### src/hw/smw_pkg.sv
// Package for the scratchpad write-access block: commands, field positions,
// reset values and copy timing shared by both ends.
// Assumes a 100 MHz core clock on both ends.
package smw_pkg;
  // Command codes on the byte link
  localparam logic [7:0] CMD_WRITE_PAD = 8'h0f;
  localparam logic [7:0] CMD_READ_PAD = 8'haa;
  localparam logic [7:0] CMD_COPY_PAD = 8'h99;
  // Scratchpad geometry
  localparam int PAD_BYTES = 32;
  localparam logic [4:0] PAD_LAST = 5'h1f;
  // Status byte field positions
  localparam int ST_AA_BIT = 7;
  localparam int ST_ZERO_BIT = 6;
  localparam int ST_PF_BIT = 5;
  // Reset values
  localparam logic [7:0] RST_ADDR = 8'h00;
  localparam logic [7:0] RST_STATUS = 8'h00;
  localparam logic [15:0] CRC_INIT = 16'h0000;
  localparam logic [15:0] CRC_POLY_REV = 16'ha001;
  // Byte returned after the copy completes, and the idle fill value
  localparam logic [7:0] COPY_DONE_PATTERN = 8'haa;
  localparam logic [7:0] IDLE_FILL = 8'hff;
  // Copy timing: 2 us per byte at 100 MHz
  localparam int CLK_MHZ = 100;
  localparam int COPY_BYTE_NS = 2000;
  localparam int COPY_BYTE_CYC = (COPY_BYTE_NS * CLK_MHZ + 999) / 1000;
  // Register pages: page numbers from two above this value upward are write protected while a mission runs
  localparam logic [10:0] REG_PAGE_FIRST = 11'h010;
  localparam int PASSWORD_BYTES = 8;
  // APB register offsets of the controller
  localparam logic [7:0] OFS_CTRL = 8'h00;
  localparam logic [7:0] OFS_ADDR = 8'h04;
  localparam logic [7:0] OFS_DATA = 8'h08;
  localparam logic [7:0] OFS_STATUS = 8'h0c;
  localparam logic [7:0] OFS_RDATA = 8'h10;
  localparam logic [7:0] OFS_PWLO = 8'h14;
  localparam logic [7:0] OFS_PWHI = 8'h18;

  // CRC-16 one byte step, reflected polynomial, LSB first
  function automatic logic [15:0] smw_crc_byte(input logic [15:0] crc, input logic [7:0] d);
    logic [15:0] c;
    c = crc;
    for (int i = 0; i < 8; i++) begin
      if (c[0] ^ d[i]) begin
        c = (c >> 1) ^ CRC_POLY_REV;
      end else begin
        c = c >> 1;
      end
    end
    return c;
  endfunction
endpackage

### src/hw/smw_link_if.sv
// Byte-level link between the bus master controller and the device.
// Assumes both ends share i_core_clk; bit timing is abstracted to bytes.
`timescale 1ns/100ps
`default_nettype none
interface smw_link_if;
  logic bus_reset;      // Bus reset pulse from master
  logic overdrive_flag; // Speed select from master
  logic m_valid;        // Master writes a byte
  logic [7:0] m_data;   // Master byte
  logic [2:0] m_bits;   // Bits in last byte, 0 = full byte
  logic m_last;         // End of write stream marker; master ties it low
  logic m_read;         // Master read request (8 read slots)
  logic s_valid;        // Device answers a read
  logic [7:0] s_data;   // Device byte
  logic s_busy;         // Device busy copying

  modport master (output bus_reset, overdrive_flag, m_valid, m_data, m_bits, m_last, m_read,
                  input s_valid, s_data, s_busy);
  modport device (input bus_reset, overdrive_flag, m_valid, m_data, m_bits, m_last, m_read,
                  output s_valid, s_data, s_busy);
endinterface
`default_nettype wire

### src/hw/smw_crc16.sv
// CRC-16 accumulator used by the device end.
// Assumes clear with shift means a fresh stream that starts with this byte.
`timescale 1ns/100ps
`default_nettype none
module smw_crc16
  import smw_pkg::*;
(
  // Clock and reset
  input wire logic i_core_clk,
  input wire logic i_sys_rst,
  // Control
  input wire logic i_clear,
  input wire logic i_shift,
  input wire logic [7:0] i_byte,
  // Result
  output logic [15:0] o_crc
);
  typedef struct packed {
    logic [15:0] crc;
  } smw_crc_state_type;
  smw_crc_state_type st_reg, st_next;

  // Clear has priority so a new command always starts clean
  always_comb begin
    st_next = st_reg;
    if (i_clear) begin
      // The command byte is shifted into the cleared generator in the same cycle
      st_next.crc = i_shift ? smw_crc_byte(CRC_INIT, i_byte) : CRC_INIT;
    end else if (i_shift) begin
      st_next.crc = smw_crc_byte(st_reg.crc, i_byte);
    end
  end

  // State register
  always_ff @(posedge i_core_clk) begin
    if (i_sys_rst) begin
      st_reg <= '{crc: CRC_INIT};
    end else begin
      st_reg <= st_next;
    end
  end

  assign o_crc = st_reg.crc;
endmodule
`default_nettype wire

### src/hw/smw_device.sv
// Device end: scratchpad, address registers, CRC and copy into memory.
// Assumes the master sends whole bytes except possibly the last of a write.
//
// Our own choices: the address map and register access over APB.
`timescale 1ns/100ps
`default_nettype none
// Functional notes
// Status low bits hold last written offset
// Copy only when ending offset is 1Fh
// Partial byte sets bit 5; bit 6 zero
// Target low bits give starting offset
// Status byte is read only
// Valid copy sets flag; write clears it
// Write: command, address low/high, data
// Incomplete final byte dropped, flag set
// Write CRC covers command, address, data
// Full write lets master read CRC
// Mission blocks copies to register pages
// Read returns address, status, pad data
// Read ends with inverted CRC, then ones
// Copy: address echo then password
// Wrong password aborts until bus reset
// Good pattern sets flag and copies
// After copy send alternating pattern
// Bus reset ignored during copy
// Data and calibration pages always copy
// Standard speed unless overdrive selected
// Mission memory activity takes priority
// Scratchpad holds 32 bytes
// CRC uses 8005 polynomial, LSB first
module smw_device
  import smw_pkg::*;
#(
  parameter int MEM_BYTES = 4096
) (
  // Clock and reset
  input wire logic i_core_clk,
  input wire logic i_sys_rst,
  // Link
  smw_link_if.device link,
  // Device environment
  input wire logic i_mission_running,
  input wire logic i_internal_busy,
  input wire logic i_password_enable,
  input wire logic [63:0] i_full_password,
  // Memory write port
  output logic o_mem_we,
  output logic [15:0] o_mem_addr,
  output logic [7:0] o_mem_wdata,
  // Observation
  output logic [7:0] o_status,
  output logic o_overdrive
);
  typedef enum {S_CMD, S_TA1, S_TA2, S_WDATA, S_RHDR, S_RDATA, S_RCRC, S_WCRC,
                S_CAUTH, S_CPW, S_COPY, S_DONE, S_ONES, S_DEAD} smw_dev_fsm_type;

  typedef struct packed {
    smw_dev_fsm_type fsm;
    logic [7:0] ta_lo;
    logic [7:0] ta_hi;
    logic [4:0] end_ofs;
    logic pf;
    logic aa;
    logic [4:0] ptr;
    logic [1:0] idx;
    logic [2:0] pw_idx;
    logic auth_ok;
    logic pw_ok;
    logic [15:0] wait_cnt;
    logic s_valid;
    logic [7:0] s_data;
    logic [7:0] cmd;
    logic [15:0] crc_hold;
    logic od;
    logic we;
    logic [15:0] waddr;
    logic [7:0] wdata;
  } smw_dev_state_type;

  smw_dev_state_type st_reg, st_next;
  logic [7:0] pad_reg [PAD_BYTES];   // Scratchpad storage
  logic pad_we;
  logic [4:0] pad_waddr;
  logic crc_clear, crc_shift;
  logic [7:0] crc_byte;
  logic [15:0] crc_val;
  logic [7:0] status_byte;
  logic protect_hit;

  // CRC engine for the write stream; the read stream CRC is kept in crc_hold
  smw_crc16 u_crc (
    .i_core_clk(i_core_clk),
    .i_sys_rst(i_sys_rst),
    .i_clear(crc_clear),
    .i_shift(crc_shift),
    .i_byte(crc_byte),
    .o_crc(crc_val)
  );

  // Status byte view: bit 6 is hard zero
  assign status_byte = {st_reg.aa, 1'b0, st_reg.pf, st_reg.end_ofs};

  // Register pages are the ones above the 16 data and 2 calibration pages
  assign protect_hit = i_mission_running &&
                       ({st_reg.ta_hi, st_reg.ta_lo[7:5]} >= (REG_PAGE_FIRST + 11'h002));

  // Next state logic
  always_comb begin
    st_next = st_reg;
    st_next.s_valid = 1'b0;
    st_next.we = 1'b0;
    pad_we = 1'b0;
    pad_waddr = st_reg.ptr;
    crc_clear = 1'b0;
    crc_shift = 1'b0;
    crc_byte = link.m_data;
    st_next.od = link.overdrive_flag;
    if (link.bus_reset && st_reg.fsm != S_COPY) begin
      st_next.fsm = S_CMD;
    end else begin
      unique case (st_reg.fsm)
        S_CMD: begin
          if (link.m_valid && !i_internal_busy) begin
            st_next.cmd = link.m_data;
            crc_clear = 1'b1;
            crc_shift = 1'b1;
            st_next.idx = 2'd0;
            unique case (link.m_data)
              CMD_WRITE_PAD: begin
                st_next.fsm = S_TA1;
                st_next.crc_hold = smw_crc_byte(CRC_INIT, link.m_data);
              end
              CMD_READ_PAD: begin
                st_next.fsm = S_RHDR;
                st_next.crc_hold = smw_crc_byte(CRC_INIT, link.m_data);
              end
              CMD_COPY_PAD: begin
                st_next.fsm = S_CAUTH;
                st_next.auth_ok = 1'b1;
                st_next.pw_ok = 1'b1;
                st_next.pw_idx = 3'd0;
              end
              default: st_next.fsm = S_DEAD;
            endcase
          end
        end
        S_TA1: begin
          if (link.m_valid) begin
            st_next.ta_lo = link.m_data;
            crc_shift = 1'b1;
            st_next.crc_hold = smw_crc_byte(st_reg.crc_hold, link.m_data);
            st_next.fsm = S_TA2;
          end
        end
        S_TA2: begin
          if (link.m_valid) begin
            st_next.ta_hi = link.m_data;
            crc_shift = 1'b1;
            st_next.crc_hold = smw_crc_byte(st_reg.crc_hold, link.m_data);
            st_next.ptr = st_reg.ta_lo[4:0];
            st_next.end_ofs = st_reg.ta_lo[4:0];
            st_next.pf = 1'b0;
            st_next.aa = 1'b0;
            st_next.fsm = S_WDATA;
          end
        end
        S_WDATA: begin
          if (link.m_valid) begin
            if (link.m_bits != 3'd0) begin
              st_next.pf = 1'b1;
              st_next.fsm = S_DEAD;
            end else begin
              pad_we = 1'b1;
              crc_shift = 1'b1; // Discarded partial bytes never reach the engine
              st_next.end_ofs = st_reg.ptr;
              st_next.crc_hold = smw_crc_byte(st_reg.crc_hold, link.m_data);
              if (st_reg.ptr == PAD_LAST) begin
                st_next.fsm = S_WCRC;
                st_next.idx = 2'd0;
              end else begin
                st_next.ptr = st_reg.ptr + 5'd1;
              end
            end
          end
        end
        S_WCRC: begin
          if (link.m_read) begin
            st_next.s_valid = 1'b1;
            st_next.idx = st_reg.idx + 2'd1;
            st_next.s_data = (st_reg.idx == 2'd0) ? ~crc_val[7:0]
                           : (st_reg.idx == 2'd1) ? ~crc_val[15:8] : IDLE_FILL;
          end
        end
        S_RHDR: begin
          if (link.m_read) begin
            st_next.s_valid = 1'b1;
            st_next.s_data = (st_reg.idx == 2'd0) ? st_reg.ta_lo
                           : (st_reg.idx == 2'd1) ? st_reg.ta_hi : status_byte;
            st_next.crc_hold = smw_crc_byte(st_reg.crc_hold, st_next.s_data);
            st_next.idx = st_reg.idx + 2'd1;
            if (st_reg.idx == 2'd2) begin
              st_next.fsm = S_RDATA;
              st_next.ptr = st_reg.ta_lo[4:0];
            end
          end
        end
        S_RDATA: begin
          if (link.m_read) begin
            st_next.s_valid = 1'b1;
            st_next.s_data = pad_reg[st_reg.ptr];
            st_next.crc_hold = smw_crc_byte(st_reg.crc_hold, pad_reg[st_reg.ptr]);
            st_next.ptr = st_reg.ptr + 5'd1;
            if (st_reg.ptr == PAD_LAST) begin
              st_next.fsm = S_RCRC;
              st_next.idx = 2'd0;
            end
          end
        end
        S_RCRC, S_ONES: begin
          if (link.m_read) begin
            st_next.s_valid = 1'b1;
            st_next.idx = st_reg.idx + 2'd1;
            st_next.s_data = (st_reg.fsm == S_ONES) ? IDLE_FILL
                           : (st_reg.idx == 2'd0) ? ~st_reg.crc_hold[7:0] : ~st_reg.crc_hold[15:8];
            if (st_reg.fsm == S_RCRC && st_reg.idx == 2'd1) begin
              st_next.fsm = S_ONES;
            end
          end
        end
        S_CAUTH: begin
          if (link.m_valid) begin
            if ((st_reg.idx == 2'd0 && link.m_data != st_reg.ta_lo) ||
                (st_reg.idx == 2'd1 && link.m_data != st_reg.ta_hi) ||
                (st_reg.idx == 2'd2 && link.m_data != status_byte)) begin
              st_next.auth_ok = 1'b0;
            end
            st_next.idx = st_reg.idx + 2'd1;
            if (st_reg.idx == 2'd2) begin
              st_next.fsm = S_CPW;
            end
          end
        end
        S_CPW: begin
          if (link.m_valid) begin
            if (link.m_data != i_full_password[8*st_reg.pw_idx +: 8]) begin
              st_next.pw_ok = 1'b0;
            end
            st_next.pw_idx = st_reg.pw_idx + 3'd1;
            if (st_reg.pw_idx == 3'(PASSWORD_BYTES - 1)) begin
              st_next.ptr = st_reg.ta_lo[4:0];
              st_next.waddr = {st_reg.ta_hi, st_reg.ta_lo};
              st_next.wait_cnt = 16'd0;
              if (i_password_enable && !(st_next.pw_ok)) begin
                st_next.fsm = S_DEAD;
              end else if (st_reg.auth_ok && st_reg.end_ofs == PAD_LAST && !protect_hit) begin
                st_next.aa = 1'b1;
                st_next.fsm = S_COPY;
              end else begin
                st_next.fsm = S_DEAD;
              end
            end
          end
        end
        S_COPY: begin
          if (!i_internal_busy) begin
            if (st_reg.wait_cnt == 16'(COPY_BYTE_CYC - 1)) begin
              st_next.wait_cnt = 16'd0;
              st_next.we = 1'b1;
              st_next.wdata = pad_reg[st_reg.ptr];
              st_next.waddr = {st_reg.ta_hi, st_reg.ta_lo[7:5], st_reg.ptr};
              st_next.ptr = st_reg.ptr + 5'd1;
              if (st_reg.ptr == st_reg.end_ofs) begin
                st_next.fsm = S_DONE;
              end
            end else begin
              st_next.wait_cnt = st_reg.wait_cnt + 16'd1;
            end
          end
        end
        S_DONE: begin
          if (link.m_read) begin
            st_next.s_valid = 1'b1;
            st_next.s_data = COPY_DONE_PATTERN;
          end
        end
        S_DEAD: begin
          if (link.m_read) begin
            st_next.s_valid = 1'b1;
            st_next.s_data = IDLE_FILL;
          end
        end
      endcase
    end
  end

  // State register
  always_ff @(posedge i_core_clk) begin
    if (i_sys_rst) begin
      st_reg <= '0;
      st_reg.fsm <= S_CMD;
      st_reg.ta_lo <= RST_ADDR;
      st_reg.ta_hi <= RST_ADDR;
    end else begin
      st_reg <= st_next;
    end
  end

  // Scratchpad storage has no reset; contents are undefined until written
  always_ff @(posedge i_core_clk) begin
    if (pad_we) begin
      pad_reg[pad_waddr] <= link.m_data;
    end
  end

  // Outputs
  assign link.s_valid = st_reg.s_valid;
  assign link.s_data = st_reg.s_data;
  assign link.s_busy = (st_reg.fsm == S_COPY);
  assign o_mem_we = st_reg.we;
  assign o_mem_addr = st_reg.waddr;
  assign o_mem_wdata = st_reg.wdata;
  assign o_status = status_byte;
  assign o_overdrive = st_reg.od;
endmodule
`default_nettype wire

### src/flat_wrapper.sv
// flat-port wrapper written by rule: the top's interface ports become plain ports
module smw_device_flat import smw_pkg::*;
#(
  parameter int MEM_BYTES = 4096
)
  (i_core_clk, i_sys_rst, i_mission_running, i_internal_busy, i_password_enable, i_full_password, o_mem_we, o_mem_addr, o_mem_wdata, o_status, o_overdrive, link_bus_reset, link_overdrive_flag, link_m_valid, link_m_data, link_m_bits, link_m_last, link_m_read, link_s_valid, link_s_data, link_s_busy);
  smw_link_if link_i ();
  input wire logic i_core_clk;
  input wire logic i_sys_rst;
  input wire logic i_mission_running;
  input wire logic i_internal_busy;
  input wire logic i_password_enable;
  input wire logic [63:0] i_full_password;
  output logic o_mem_we;
  output logic [15:0] o_mem_addr;
  output logic [7:0] o_mem_wdata;
  output logic [7:0] o_status;
  output logic o_overdrive;
  input wire logic [$bits(link_i.bus_reset)-1:0] link_bus_reset;
  input wire logic [$bits(link_i.overdrive_flag)-1:0] link_overdrive_flag;
  input wire logic [$bits(link_i.m_valid)-1:0] link_m_valid;
  input wire logic [$bits(link_i.m_data)-1:0] link_m_data;
  input wire logic [$bits(link_i.m_bits)-1:0] link_m_bits;
  input wire logic [$bits(link_i.m_last)-1:0] link_m_last;
  input wire logic [$bits(link_i.m_read)-1:0] link_m_read;
  output wire logic [$bits(link_i.s_valid)-1:0] link_s_valid;
  output wire logic [$bits(link_i.s_data)-1:0] link_s_data;
  output wire logic [$bits(link_i.s_busy)-1:0] link_s_busy;
  assign link_i.bus_reset = link_bus_reset;
  assign link_i.overdrive_flag = link_overdrive_flag;
  assign link_i.m_valid = link_m_valid;
  assign link_i.m_data = link_m_data;
  assign link_i.m_bits = link_m_bits;
  assign link_i.m_last = link_m_last;
  assign link_i.m_read = link_m_read;
  assign link_s_valid = link_i.s_valid;
  assign link_s_data = link_i.s_data;
  assign link_s_busy = link_i.s_busy;
  smw_device #(.MEM_BYTES(MEM_BYTES)) u_core (.i_core_clk(i_core_clk), .i_sys_rst(i_sys_rst), .link(link_i), .i_mission_running(i_mission_running), .i_internal_busy(i_internal_busy), .i_password_enable(i_password_enable), .i_full_password(i_full_password), .o_mem_we(o_mem_we), .o_mem_addr(o_mem_addr), .o_mem_wdata(o_mem_wdata), .o_status(o_status), .o_overdrive(o_overdrive));
endmodule
### config.mk
export PLATFORM = sky130hd
export DESIGN_NAME = smw_device_flat
export DESIGN_NICKNAME = d
export VERILOG_FILES = /design/src/hw/smw_pkg.sv /design/src/hw/smw_link_if.sv /design/src/hw/smw_crc16.sv /design/src/hw/smw_device.sv /design/src/flat_wrapper.sv
export SDC_FILE = /design/constraint.sdc
export NUM_CORES = 1
export LEC_CHECK = 0
export BUFFER_PORTS_ARGS = -buffer_cell sky130_fd_sc_hd__buf_2
export CORE_MARGIN = 1.5
export CORE_UTILIZATION = 43
export DETAILED_ROUTE_END_ITERATION = 7
export PLACE_DENSITY = 0.61
export SLEW_MARGIN = 10
export SYNTH_ARGS = -nofsm -noshare
export SYNTH_HDL_FRONTEND = slang
export SYNTH_SLANG_ARGS = --single-unit
### constraint.sdc
create_clock -name i_core_clk -period 4.4 [get_ports i_core_clk]
set_input_delay 0.44 -clock i_core_clk [delete_from_list [all_inputs] [get_ports i_core_clk]]
set_output_delay 0.44 -clock i_core_clk [all_outputs]
set_load 0.05 [all_outputs]
==> impl_metrics.csv <==
group,metric,value,unit
final_layout,fillers,3898,
clock_network,cts_made_buffers,42,
die,initial_core_util,43.4,%
detailed_routing,via_per_inst,5.73,
setup_path,cp.required,4.89,ns
detailed_routing,wl_per_cell,23.0,microns
power_and_ir_drop,p_leak,7.58,nW
setup_path,ff2ff_path_depth,10,
sta,worst_slew_pin_slew,0.932,ns
sta,skew,0.0325,ns
synthesis,yosys.area_share.simple,11.1,%
placement,gp_congestion,0.916,
synthesis,yosysTopAreaCellShare,40.3,%
worst_hold_path,min_path_type,"in2reg",
sta,drv_slew,0,
synthesis,synth_cells,1576,
synthesis,synth.avg_cell_area,12.1,sq um
clock_network,post_cts_buffers,0,
power_and_ir_drop,cellPowerDensity,391,nW/um^2
final_layout,seqCellArea,10200,sq um
detailed_routing,num_vias,13300,
clock_network,cts_sinks,383,
setup_path,crit_end,"u_core.st_reg[41]$_SDFFE_PP0P_",
detailed_routing,first_pass_iters,8,
synthesis,synth_top_family_by_area,"multiplexers",
sta,fin_setup_tns,0,ns
clock_network,cts.path.max_buffers,3,
global_routing,groute.layer.met1.usage,31.5,%
synthesis,ys_async_sr_fraction,0,%
synthesis,synth-main-ff-cell,"edfxtp_1",
global_routing,grt_use_met3,3.53,%
sta,period_share,88.5,%
clock_network,cts_resized,0,
job,drv_cap,0,
global_routing,grt_busiest_layer,"met2",
setup_path,crit_path_start_kind,"flop",
power_and_ir_drop,ir_drop,0.000342,V
global_routing,gr-total-overflow,0,
detailed_routing,postRouteAntennaNets,0,
synthesis,synthDistinctLibCells,77,
global_routing,grt_pass1_wl,79.9,mm
die,io_pins,129,
die,die_w,214,microns
global_routing,grt_max_degree,57,
setup_path,critical_path_class,"reg2reg",
synthesis,synth-compound-area-share,8.84,%
setup_path,arrival,4.38,ns
global_routing,first_global_vias,13100,
detailed_routing,wl,53.3,mm
setup_path,rrSetupSlack,0.51,ns
sta,rsz0062_at_grt,"false",
final_layout,syn_to_final_growth,14.5,%
sta,fmax,0.257,GHz
synthesis,synth_seq_cells,383,
die,dieArea,45700,sq um
clock_network,htreeDepth,2,
synthesis,synthesis.yosys.warnings,0,
clock_network,clk_pin_slew,0.06,ns
clock_network,worst_skew_pair.late_latency,0.59,ns
final_layout,multi_input_area,7990,sq um
detailed_routing,drt_iter0_drc,1257,
synthesis,synth_area,19100,sq um
final_layout,layout.nets,1802,
final_layout,num_antenna_cells,0,
sta,period_needed,3.89,ns
synthesis,yosys-top-cells-area,"edfxtp_1 (40%), dfxtp_1 (13%), mux4_2 (8.1%)",
global_routing,grtUsageMet2,39.4,%
sta,hold_viol,0,
clock_network,cts_tree,"yes",
synthesis,yosysTopAreaCell,"edfxtp_1",
final_layout,final_util,49.7,%
synthesis,muxShareOfSynthArea,13.3,%
synthesis,synth_xor_xnor_area_share,7.19,%
synthesis,synth_fa_ha_area_share,1.38,%
synthesis,synth_edf_count,256,
placement,dp_hpwl,37.5,mm
placement,io_buffers,126,
global_routing,antenna_found_initial,1,
clock_network,root_buffer,"clkbuf_16",
clock_network,ctsHoldBuffers,0,
global_routing,grtUsageTotal,23.5,%
sta,timing.slew.headroom,37.6,%
setup_path,cp-end-kind,"flop",
die,die-height,214,microns
final_layout,largest_reg_flops,256,
synthesis,yosysSeqAreaShare,53.6,%
sta,setup_viol,0,
setup_path,regToRegEndpoint,"u_core.st_reg[41]$_SDFFE_PP0P_",
die,rows,77,
status,run_status,"completed",
worst_hold_path,hp-start,"link_overdrive_flag",
synthesis,syn_nets,1682,
setup_path,cp_max_fo,17,
final_layout,final_layout_size_suffix_gt1_share,22.2,%
die,core_area,44000,sq um
detailed_routing,route.detailed.drc,0,
-- cells in the final DEF, fill, tap and decap left out, drive strengths merged, types with 6 or more instances in the layout --
master	count
clkinvlp	6
nand2b	13
a22oi	16
nor2b	9
clkbuf	49
nand2	133
nand4	20
a221oi	6
a21oi	62
ha	21
or3	7
mux4	78
a31oi	9
nor2	166
and3	9
a311oi	11
clkinv	16
o211ai	12
o21ai	53
edfxtp	256
a211oi	23
bufinv	7
nor4	9
nor3	28
mux2i	69
inv	21
buf	215
xnor2	105
dfxtp	127
a22o	13
xor2	38
nand3	37
-- cells by family (layout without fill, tap and decap cells) --
kind of cell,after synthesis,after routing
adder cells (fa/ha/maj),21,21
AO/OA/AOI/OAI,250,250
other,1,1
flip-flops,383,383
multiplexers,152,152
buffers and inverters,162,314
AND/OR/NAND/NOR,459,459
XOR/XNOR,148,148
-- critical path: stages, from the launching register on --
cell and delay (ns):
dfxtp_2 0.69, buf_4 0.32, mux4_1 0.61, o22ai_1 0.27
a41oi_1 0.08, o211a_1 0.31, xnor3_1 0.49, xor2_1 0.17
xnor3_1 0.30, xor2_1 0.18, a2111oi_2 0.36
-- layout make-up --
class                      count  share of cell area, %
sequential                   383                   46.8
clock inverter                27                   1.65
timing repair buffer         215                   6.01
tap                          592                   3.39
multi-input combinational   1031                   36.5
clock buffer                  49                   5.21
inverter                      23                  0.395
-- routing by layer --
metal,vias to the layer above,share of wire (%)
met5,-,0.021
met3,98,6.3
met2,505,49
met1,6626,42
li1,6070,-
met4,2,2.7
-- metrics by stage --
stage	hold WS [ns]	area, sq um	setup slack (ns)	std cells	total power [W]
4_1_cts	0.0500	21900	0.496	2320	0.00859
5_1_grt	0.0987	21900	0.345	2320	0.00880
6_report	0.0696	21900	0.506	2320	0.00854
3_5_place_dp	0.460	20400	0.508	2244	0.00481
2_1_floorplan	0.442	19100	1.14	1576	0.00454
3_3_place_gp	0.459	20400	0.543	2244	0.00480
-- how the worst min path moves through the flow --
stage,end,depth (start not counted)
3_3_place_gp,u_core.st_reg[75]$_SDFFE_PP0P_,2
3_5_place_dp,u_core.o_mem_addr[6]$_SDFFE_PP0P_,1
5_1_grt,u_core.o_overdrive$_SDFF_PP0_,2
6_report,u_core.o_overdrive$_SDFF_PP0_,2
4_1_cts,u_core.o_overdrive$_SDFF_PP0_,2
2_1_floorplan,u_core.st_reg[75]$_SDFFE_PP0P_,2
-- synthesized netlist by cell type (7+ instances only) --
master / number
dfxtp_1: 127
ha_1: 21
or3_1: 7
inv_1: 17
nand2_1: 133
o211ai_1: 12
nor2b_1: 9
o21ai_0: 52
xor2_1: 38
nor4_1: 7
buf_4: 41
mux2i_1: 69
a211oi_1: 23
buf_6: 10
buf_2: 9
a31oi_1: 9
clkbuf_1: 70
edfxtp_1: 256
and3_1: 9
xnor2_1: 104
a22oi_1: 16
nand4_1: 20
nand2b_1: 13
mux4_1: 9
a21oi_1: 62
mux4_2: 69
nor2_1: 166
a311oi_1: 11
nor3_1: 27
a22o_1: 13
nand3_1: 37
-- report_power, final --
| group | internal [W] | switching (W) | leakage [nW] |
|---|---|---|---|
| sequential | 0.00386 | 0.0000533 | 3.33 |
| combinational | 0.000331 | 0.000503 | 3.53 |
| clock | 0.00228 | 0.00151 | 0.722 |
| total | 0.00647 | 0.00207 | 7.58 |
Power figures use the tool's default switching activity.
